==> src/common/thermo_pkg.sv <==
// shared constants for the thermometer scratchpad, identifier and alarm block
`default_nettype none
package thermo_pkg;
  // scratchpad byte addresses
  localparam logic [2:0] ADDR_TEMP_LO = 3'h0;
  localparam logic [2:0] ADDR_TEMP_HI = 3'h1;
  localparam logic [2:0] ADDR_UPPER = 3'h2;
  localparam logic [2:0] ADDR_LOWER = 3'h3;
  localparam logic [2:0] ADDR_CONFIG = 3'h4;
  localparam logic [2:0] ADDR_RSV0 = 3'h5;
  localparam logic [2:0] ADDR_RSV1 = 3'h6;
  // reserved byte contents, constant
  localparam logic [7:0] RSV0_VALUE = 8'hFF;
  localparam logic [7:0] RSV1_VALUE = 8'h00;
  localparam logic [7:0] RSV2_VALUE = 8'h10;
  // reset values
  localparam logic [15:0] TEMP_RESET = 16'h0550;
  localparam logic [7:0] NV_UPPER_DEFAULT = 8'h55;
  localparam logic [7:0] NV_LOWER_DEFAULT = 8'h00;
  localparam logic [7:0] NV_CONFIG_DEFAULT = 8'h7F;
  // configuration field layout
  localparam int CFG_RES_MSB = 6;
  localparam int CFG_RES_LSB = 5;
  localparam logic [7:0] CFG_RES_MASK = 8'h60;
  localparam logic [7:0] CFG_FIXED_ONES = 8'h1F;
  // resolution codes and readout masks
  localparam logic [1:0] RES_9 = 2'h0;
  localparam logic [1:0] RES_10 = 2'h1;
  localparam logic [1:0] RES_11 = 2'h2;
  localparam logic [15:0] MASK_9 = 16'hFFF8;
  localparam logic [15:0] MASK_10 = 16'hFFFC;
  localparam logic [15:0] MASK_11 = 16'hFFFE;
  localparam logic [15:0] MASK_12 = 16'hFFFF;
  // integer-degree slice of the readout
  localparam int TEMP_INT_MSB = 11;
  localparam int TEMP_INT_LSB = 4;
  // identifier CRC
  localparam logic [7:0] CRC_POLY_REFL = 8'h8C;
  localparam logic [5:0] ID_DATA_LAST = 6'h37;
  localparam logic [5:0] CRC_LAST = 6'h07;
  // network-level command codes
  localparam logic [2:0] NET_READ = 3'h0;
  localparam logic [2:0] NET_MATCH = 3'h1;
  localparam logic [2:0] NET_SEARCH = 3'h2;
  localparam logic [2:0] NET_ALARM_SEARCH = 3'h3;
  localparam logic [2:0] NET_COND_READ = 3'h4;
  localparam logic [2:0] NET_SKIP = 3'h5;
  localparam logic [2:0] NET_OD_SKIP = 3'h6;
  localparam logic [2:0] NET_OD_MATCH = 3'h7;
  // identifier start-up phases
  typedef enum logic [3:0] {
    PH_LOAD = 4'h1,
    PH_CALC = 4'h2,
    PH_CHECK = 4'h4,
    PH_IDLE = 4'h8
  } phase_t;
endpackage
`default_nettype wire

==> src/rtl/thermometer_scratchpad_alarm.sv <==
// scratchpad, identifier CRC, readout and alarm logic of the thermometer
`default_nettype none
module thermometer_scratchpad_alarm #(
  parameter logic [7:0] FAMILY_CODE = 8'h5A,         // arbitrary value
  parameter logic [47:0] SERIAL_NUMBER = 48'h0123456789AB // arbitrary value
) (
  input wire logic clock,              // 50 MHz system clock
  input wire logic arst_n,             // asynchronous reset, active low
  input wire logic bus_reset,          // pulse: bus reset seen
  input wire logic rom_cmd_done,       // pulse: network command executed
  input wire logic [2:0] rom_cmd,      // code of that network command
  input wire logic dev_cmd_valid,      // pulse: device command offered
  input wire logic wr_en,              // pulse: scratchpad byte write
  input wire logic [2:0] wr_addr,      // byte address of the write
  input wire logic [7:0] wr_data,      // write data
  input wire logic copy_req,           // pulse: copy to backup storage
  input wire logic rd_en,              // pulse: scratchpad read
  input wire logic [5:0] rd_index,     // bit index, byte in [5:3]
  input wire logic conv_done,          // pulse: conversion finished
  input wire logic [15:0] conv_result, // full 12-bit conversion result
  input wire logic vdd_pin,            // supply detector pin, async
  output logic rd_valid,               // pulse: read answer valid
  output logic [7:0] rd_byte,          // addressed byte
  output logic rd_bit,                 // addressed bit, lsb first
  output logic [63:0] id_number,       // registration number
  output logic id_valid,               // identifier crc checked good
  output logic alarm_flag,             // alarm condition / search join
  output logic overdrive,              // overdrive speed selected
  output logic dev_cmd_enabled,        // device commands allowed
  output logic dev_cmd_taken,          // pulse: device command accepted
  output logic local_power,            // local supply present
  output logic [1:0] resolution_select // configured resolution
);
  // whole state of the block
  typedef struct packed {
    logic [15:0] temp;      // readout bytes 0 and 1
    logic [7:0] upper;      // upper threshold byte
    logic [7:0] lower;      // lower threshold byte
    logic [7:0] cfg;        // configuration byte
    logic [7:0] nv_upper;   // backup copies
    logic [7:0] nv_lower;
    logic [7:0] nv_cfg;
    logic alarm;            // alarm condition
    logic od;               // overdrive mode
    logic rom_ok;           // network command done
    logic cmd_taken;        // device command accepted
    logic rd_valid;         // read answer strobe
    logic [7:0] rd_byte;    // read answer byte
    logic rd_bit;           // read answer bit
    thermo_pkg::phase_t phase; // identifier start-up phase
    logic [5:0] cnt;        // crc bit counter
    logic [7:0] crc;        // crc shift register
    logic [7:0] id_crc;     // computed identifier crc
    logic [63:0] id;        // registration number
    logic id_ok;            // identifier checked
    logic [2:0] vsync;      // supply pin synchroniser
    logic lpwr;             // filtered supply state
  } state_t;

  localparam state_t RESET_STATE = '{
    temp: thermo_pkg::TEMP_RESET,
    upper: thermo_pkg::NV_UPPER_DEFAULT,
    lower: thermo_pkg::NV_LOWER_DEFAULT,
    cfg: thermo_pkg::NV_CONFIG_DEFAULT,
    nv_upper: thermo_pkg::NV_UPPER_DEFAULT,
    nv_lower: thermo_pkg::NV_LOWER_DEFAULT,
    nv_cfg: thermo_pkg::NV_CONFIG_DEFAULT,
    phase: thermo_pkg::PH_LOAD,
    default: '0
  };

  state_t st;      // registered state
  state_t next_st; // next state

  // identifier data in shift order
  logic [55:0] id_data;
  assign id_data = {SERIAL_NUMBER, FAMILY_CODE};

  // conversion result, crc and read mux helpers
  logic [15:0] res_mask;       // resolution mask
  logic [15:0] masked;         // result with undefined bits zeroed
  logic signed [7:0] res_int;  // integer-degree part
  logic hi_hit;                // at or above upper
  logic lo_hit;                // at or below lower
  logic crc_in;                // bit shifted into crc
  logic crc_fb;                // crc feedback
  logic [7:0] crc_next;        // crc after one shift
  logic [7:0] sel_byte;        // scratchpad byte at read address

  // resolution mask from configuration bits 6:5
  always_comb begin
    case (st.cfg[thermo_pkg::CFG_RES_MSB:thermo_pkg::CFG_RES_LSB])
      thermo_pkg::RES_9: res_mask = thermo_pkg::MASK_9;
      thermo_pkg::RES_10: res_mask = thermo_pkg::MASK_10;
      thermo_pkg::RES_11: res_mask = thermo_pkg::MASK_11;
      default: res_mask = thermo_pkg::MASK_12;
    endcase
  end

  // threshold compare on whole degrees
  always_comb begin
    masked = conv_result & res_mask;
    res_int = $signed(masked[thermo_pkg::TEMP_INT_MSB:thermo_pkg::TEMP_INT_LSB]);
    hi_hit = res_int >= $signed(st.upper);
    lo_hit = res_int <= $signed(st.lower);
  end

  // one step of the reflected crc generator
  always_comb begin
    if (st.phase == thermo_pkg::PH_CHECK) begin
      crc_in = st.id_crc[st.cnt[2:0]];
    end else begin
      crc_in = id_data[st.cnt];
    end
    crc_fb = st.crc[0] ^ crc_in;
    crc_next = {1'b0, st.crc[7:1]} ^ (crc_fb ? thermo_pkg::CRC_POLY_REFL : 8'h00);
  end

  // scratchpad read mux
  always_comb begin
    case (rd_index[5:3])
      thermo_pkg::ADDR_TEMP_LO: sel_byte = st.temp[7:0];
      thermo_pkg::ADDR_TEMP_HI: sel_byte = st.temp[15:8];
      thermo_pkg::ADDR_UPPER: sel_byte = st.upper;
      thermo_pkg::ADDR_LOWER: sel_byte = st.lower;
      thermo_pkg::ADDR_CONFIG: sel_byte = st.cfg;
      thermo_pkg::ADDR_RSV0: sel_byte = thermo_pkg::RSV0_VALUE;
      thermo_pkg::ADDR_RSV1: sel_byte = thermo_pkg::RSV1_VALUE;
      default: sel_byte = thermo_pkg::RSV2_VALUE;
    endcase
  end

  // next-state logic
  always_comb begin
    next_st = st;
    next_st.cmd_taken = 1'b0;
    next_st.rd_valid = 1'b0;
    // identifier start-up sequence and power-up recall
    case (st.phase)
      thermo_pkg::PH_LOAD: begin
        next_st.upper = st.nv_upper;
        next_st.lower = st.nv_lower;
        next_st.cfg = st.nv_cfg;
        next_st.crc = 8'h00;
        next_st.cnt = 6'h00;
        next_st.phase = thermo_pkg::PH_CALC;
      end
      thermo_pkg::PH_CALC: begin
        next_st.crc = crc_next;
        next_st.cnt = st.cnt + 6'h01;
        if (st.cnt == thermo_pkg::ID_DATA_LAST) begin
          next_st.id_crc = crc_next;
          next_st.cnt = 6'h00;
          next_st.phase = thermo_pkg::PH_CHECK;
        end
      end
      thermo_pkg::PH_CHECK: begin
        next_st.crc = crc_next;
        next_st.cnt = st.cnt + 6'h01;
        if (st.cnt == thermo_pkg::CRC_LAST) begin
          next_st.id = {st.id_crc, id_data};
          next_st.id_ok = (crc_next == 8'h00);
          next_st.phase = thermo_pkg::PH_IDLE;
        end
      end
      thermo_pkg::PH_IDLE: begin
        next_st.phase = thermo_pkg::PH_IDLE;
      end
      default: begin
        next_st.phase = thermo_pkg::PH_LOAD;
      end
    endcase
    // network level: bus reset drops access, a completed command grants it
    if (bus_reset) begin
      next_st.rom_ok = 1'b0;
    end
    if (rom_cmd_done) begin
      next_st.rom_ok = 1'b1;
      if (!st.od && (rom_cmd == thermo_pkg::NET_OD_SKIP ||
                     rom_cmd == thermo_pkg::NET_OD_MATCH)) begin
        next_st.od = 1'b1;
      end
    end
    // device-level commands only while access is granted
    if (dev_cmd_valid && st.rom_ok) begin
      next_st.cmd_taken = 1'b1;
    end
    if (wr_en && st.rom_ok) begin
      case (wr_addr)
        thermo_pkg::ADDR_UPPER: next_st.upper = wr_data;
        thermo_pkg::ADDR_LOWER: next_st.lower = wr_data;
        thermo_pkg::ADDR_CONFIG: begin
          next_st.cfg = (wr_data & thermo_pkg::CFG_RES_MASK) | thermo_pkg::CFG_FIXED_ONES;
        end
        default: begin
          next_st.cfg = st.cfg; // readout and reserved bytes ignore writes
        end
      endcase
    end
    if (copy_req && st.rom_ok) begin
      next_st.nv_upper = st.upper;
      next_st.nv_lower = st.lower;
      next_st.nv_cfg = st.cfg;
    end
    if (rd_en && st.rom_ok) begin
      next_st.rd_valid = 1'b1;
      next_st.rd_byte = sel_byte;
      next_st.rd_bit = sel_byte[rd_index[2:0]];
    end
    // conversion result updates readout and alarm
    if (conv_done) begin
      next_st.temp = masked;
      // set at or beyond a threshold, cleared only strictly inside both
      next_st.alarm = hi_hit || lo_hit;
    end
    // supply detector: three stages, accept when last two agree
    next_st.vsync = {st.vsync[1:0], vdd_pin};
    if (st.vsync[1] == st.vsync[2]) begin
      next_st.lpwr = st.vsync[2];
    end
  end

  // state register
  always_ff @(posedge clock or negedge arst_n) begin
    if (!arst_n) begin
      st <= RESET_STATE;
    end else begin
      st <= next_st;
    end
  end

  // outputs straight from state
  assign rd_valid = st.rd_valid;
  assign rd_byte = st.rd_byte;
  assign rd_bit = st.rd_bit;
  assign id_number = st.id;
  assign id_valid = st.id_ok;
  assign alarm_flag = st.alarm;
  assign overdrive = st.od;
  assign dev_cmd_enabled = st.rom_ok;
  assign dev_cmd_taken = st.cmd_taken;
  assign local_power = st.lpwr;
  assign resolution_select = st.cfg[thermo_pkg::CFG_RES_MSB:thermo_pkg::CFG_RES_LSB];
endmodule
`default_nettype wire

==> config.mk <==
export PLATFORM = sky130hd
export DESIGN_NAME = thermometer_scratchpad_alarm
export DESIGN_NICKNAME = d
export VERILOG_FILES = /design/src/common/thermo_pkg.sv /design/src/rtl/thermometer_scratchpad_alarm.sv
export SDC_FILE = /design/constraint.sdc
export NUM_CORES = 1
export LEC_CHECK = 0
export ABC_AREA = 1
export BUFFER_PORTS_ARGS = -buffer_cell sky130_fd_sc_hd__buf_2
export CORE_ASPECT_RATIO = 0.7
export CORE_MARGIN = 1.5
export CORE_UTILIZATION = 40
export DETAILED_ROUTE_END_ITERATION = 12
export PLACE_DENSITY = 0.65
export SYNTH_ARGS = -nofsm -noshare
export SYNTH_HDL_FRONTEND = slang
export SYNTH_SLANG_ARGS = --single-unit
==> constraint.sdc <==
create_clock -name clock -period 4.5 [get_ports clock]
set_clock_uncertainty 0.1 [all_clocks]
set_input_delay 0.9 -clock clock [delete_from_list [all_inputs] [get_ports clock]]
set_output_delay 0.9 -clock clock [all_outputs]
set_load 0.05 [all_outputs]
==> flow_summary.json <==
{
  "drt-total-wl_um": 14800,
  "overflow": 0,
  "postPlaceCellArea_um2": 6700,
  "layout_min_cycle_time_ns": 2.50,
  "crit_required_ns": 3.50,
  "cp-end-kind": "primary output",
  "outcome": "finished clean",
  "fillCellCount": 1559,
  "mostFrequentLayoutCell": "nand2_1",
  "crit_chain": "buf_2",
  "layout_common_cells": "nand2_1, inv_1, buf_2",
  "diodes": 0,
  "power.density_nw_per_um2": 434,
  "syn_inst": 762,
  "leakage_nw": 3.66,
  "routedWlPerCell_um": 14.4,
  "antenna_found_initial": 0,
  "fmax_mhz": 399,
  "grt_first_pass_wirelength_um": 24100,
  "cts_resized": 0,
  "firstDrtPassIters": 5,
  "cts_tree": "built",
  "worst_skew_pair.late_latency_ns": 0.41,
  "drive_gt1_frac": 0.242,
  "path_max_fanout": 25,
  "place.gp.congestion": 0.928,
  "postSynth.asyncResetShare": 1.00,
  "synth_area_um2": 6500,
  "crit_slowest_cell": "dfrtp_1",
  "viasPerCell": 4.94,
  "utilization": 0.464,
  "die_y_um": 110,
  "hold_viol": 0,
  "synth_edf_count": 0,
  "seq_area_frac_synth": 0.459,
  "fin_nets": 884,
  "cpPeakStageDelay_ns": 0.71,
  "ir_drop_mv": 0.205,
  "ys_ff_latch": 118,
  "port_buffers": 94,
  "clock_sinks": 118,
  "cp_top_family": "flip-flops",
  "min_path_type": "reg2reg",
  "grt_max_degree": 71,
  "rows": 38,
  "cap_violations": 0,
  "r2r_start": "st[85]$_DFFE_PN0P_",
  "grt_usage": 0.183,
  "rrSetupSlack_ns": 2.06,
  "post-cts-setup-buffers": 0,
  "drt-initial-drc-count": 355,
  "numCtsBuffers": 17,
  "ant_nets": 0,
  "dpl.hpwl_um": 10800,
  "route.detailed.drc": 0,
  "initial_utilization": 0.415,
  "clockRootBuffer": "clkbuf_16",
  "io-pin-count": 128,
  "grt_pass1_vias": 4705,
  "slew_viol_final": 0,
  "crit_arrival_ns": 1.50,
  "cts_buffer_depth": 2,
  "path_clk_slew_ns": 0.07,
  "rsz0062_at_grt": "no",
  "finalWorstSetupSlack_ns": 2.00,
  "synth_flop_cell": "dfrtp_1",
  "die_x_um": 155,
  "vias": 5080,
  "path_class": "reg2out",
  "finish.instance_area_um2": 7290,
  "placed_cells": 997,
  "hp-start": "next_st[2]$_DFF_PN0_",
  "yosys_warnings": 0,
  "htreeDepth": 4,
  "syn_avg_cell_area_um2": 8.54,
  "fin_crit_sh": 0.556,
  "instances_no_fill": 1029,
  "worst_pin_slew_ns": 0.888,
  "critPathLaunchType": "flop",
  "yosysUniqueCellTypes": 47,
  "crit_path_start": "id_number[48]$_DFFE_PN0P_",
  "critPathBufInv": 1,
  "postCtsHoldBufs": 0,
  "dieArea_um2": 17000,
  "pre_cts_slack_ns": 2.03,
  "core_um2": 15700,
  "max-slew-margin-rel": 0.408,
  "tns_ns": 0,
  "area_delta_synth_final_pct": 12.0,
  "setup_viol": 0
}
synthesized netlist by cell type (all sizes together), types with 5 or more instances:
master	instances	area share
o21ai	84	0.070
nor3	12	0.016
dfstp	27	0.11
buf	83	0.097
nand3	36	0.029
clkbuf	11	0.0063
dfrtp	91	0.35
o22ai	29	0.029
a21oi	29	0.025
ha	22	0.042
nand2	129	0.075
o211ai	7	0.0081
nand4	9	0.0087
nor2	53	0.035
inv	111	0.065
a41oi	5	0.0067
sequential cells by signal (all words and copies together) (netlist names), 2 cells and up:
register,cells
id_number,9
next_st,2
rd_byte,8
resolution_select,2
st,89
cells by family (layout without fill, tap and decap cells):
kind of cell             after synthesis  count (layout)  share of synthesized area
flip-flops                           118             118                      0.459
multiplexers                           3               3                    0.00519
AO/OA/AOI/OAI                        165             165                      0.151
adder cells (fa/ha/maj)               23              23                     0.0439
other                                  1              32                   0.000576
AND/OR/NAND/NOR                      244             244                      0.169
buffers and inverters                206             242                      0.168
XOR/XNOR                               2               2                    0.00269
metal layers:
layer	GRT usage	part of all wire
met5	0	0
met4	0.0469	0.0086
met3	0.0516	0.064
met2	0.256	0.40
met1	0.274	0.53
metrics by stage:
| stage | hold WS [ns] | power, mW |
|---|---|---|
| after floorplan | 0.231 | 1.71 |
| after global placement | 0.234 | 1.82 |
| after detailed placement | 0.236 | 1.83 |
| after CTS | 0.251 | 3.18 |
| after global routing | 0.267 | 3.31 |
| final | 0.248 | 3.16 |
area by class of cell:
class                           instances  area [um^2]  share of cell area
Sequential cell                       118         2990               0.410
Multi-Input combinational cell        469         2540               0.348
Timing Repair Buffer                   98          503              0.0690
Clock buffer                           17          425              0.0584
Inverter                              112          425              0.0584
Tap cell                              200          250              0.0343
Clock inverter                         15          156              0.0215
power breakdown:
part | switching (mW) | total, mW | internal [mW] | leakage (nW)
Clock | 0.555 | 1.34 | 0.784 | 0.283
Sequential | 0.0731 | 1.29 | 1.22 | 1.41
Combinational | 0.380 | 0.531 | 0.151 | 1.97
final timing paths:
| check | endpoint | cells after the start |
|---|---|---|
| min in group asynchronous | st[172]$_DFFE_PN0P_ | 1 |
| hold reg to reg | next_st[3]$_DFF_PN0_ | 0 |
| setup / recovery | id_number[29] | 1 |
| hold / removal | next_st[3]$_DFF_PN0_ | 0 |
| setup reg to reg | st[71]$_DFFE_PN0P_ | 10 |
| max in group asynchronous | st[91]$_DFFE_PN1P_ | 2 |
Note: power is estimated with default switching activity, not from simulation.
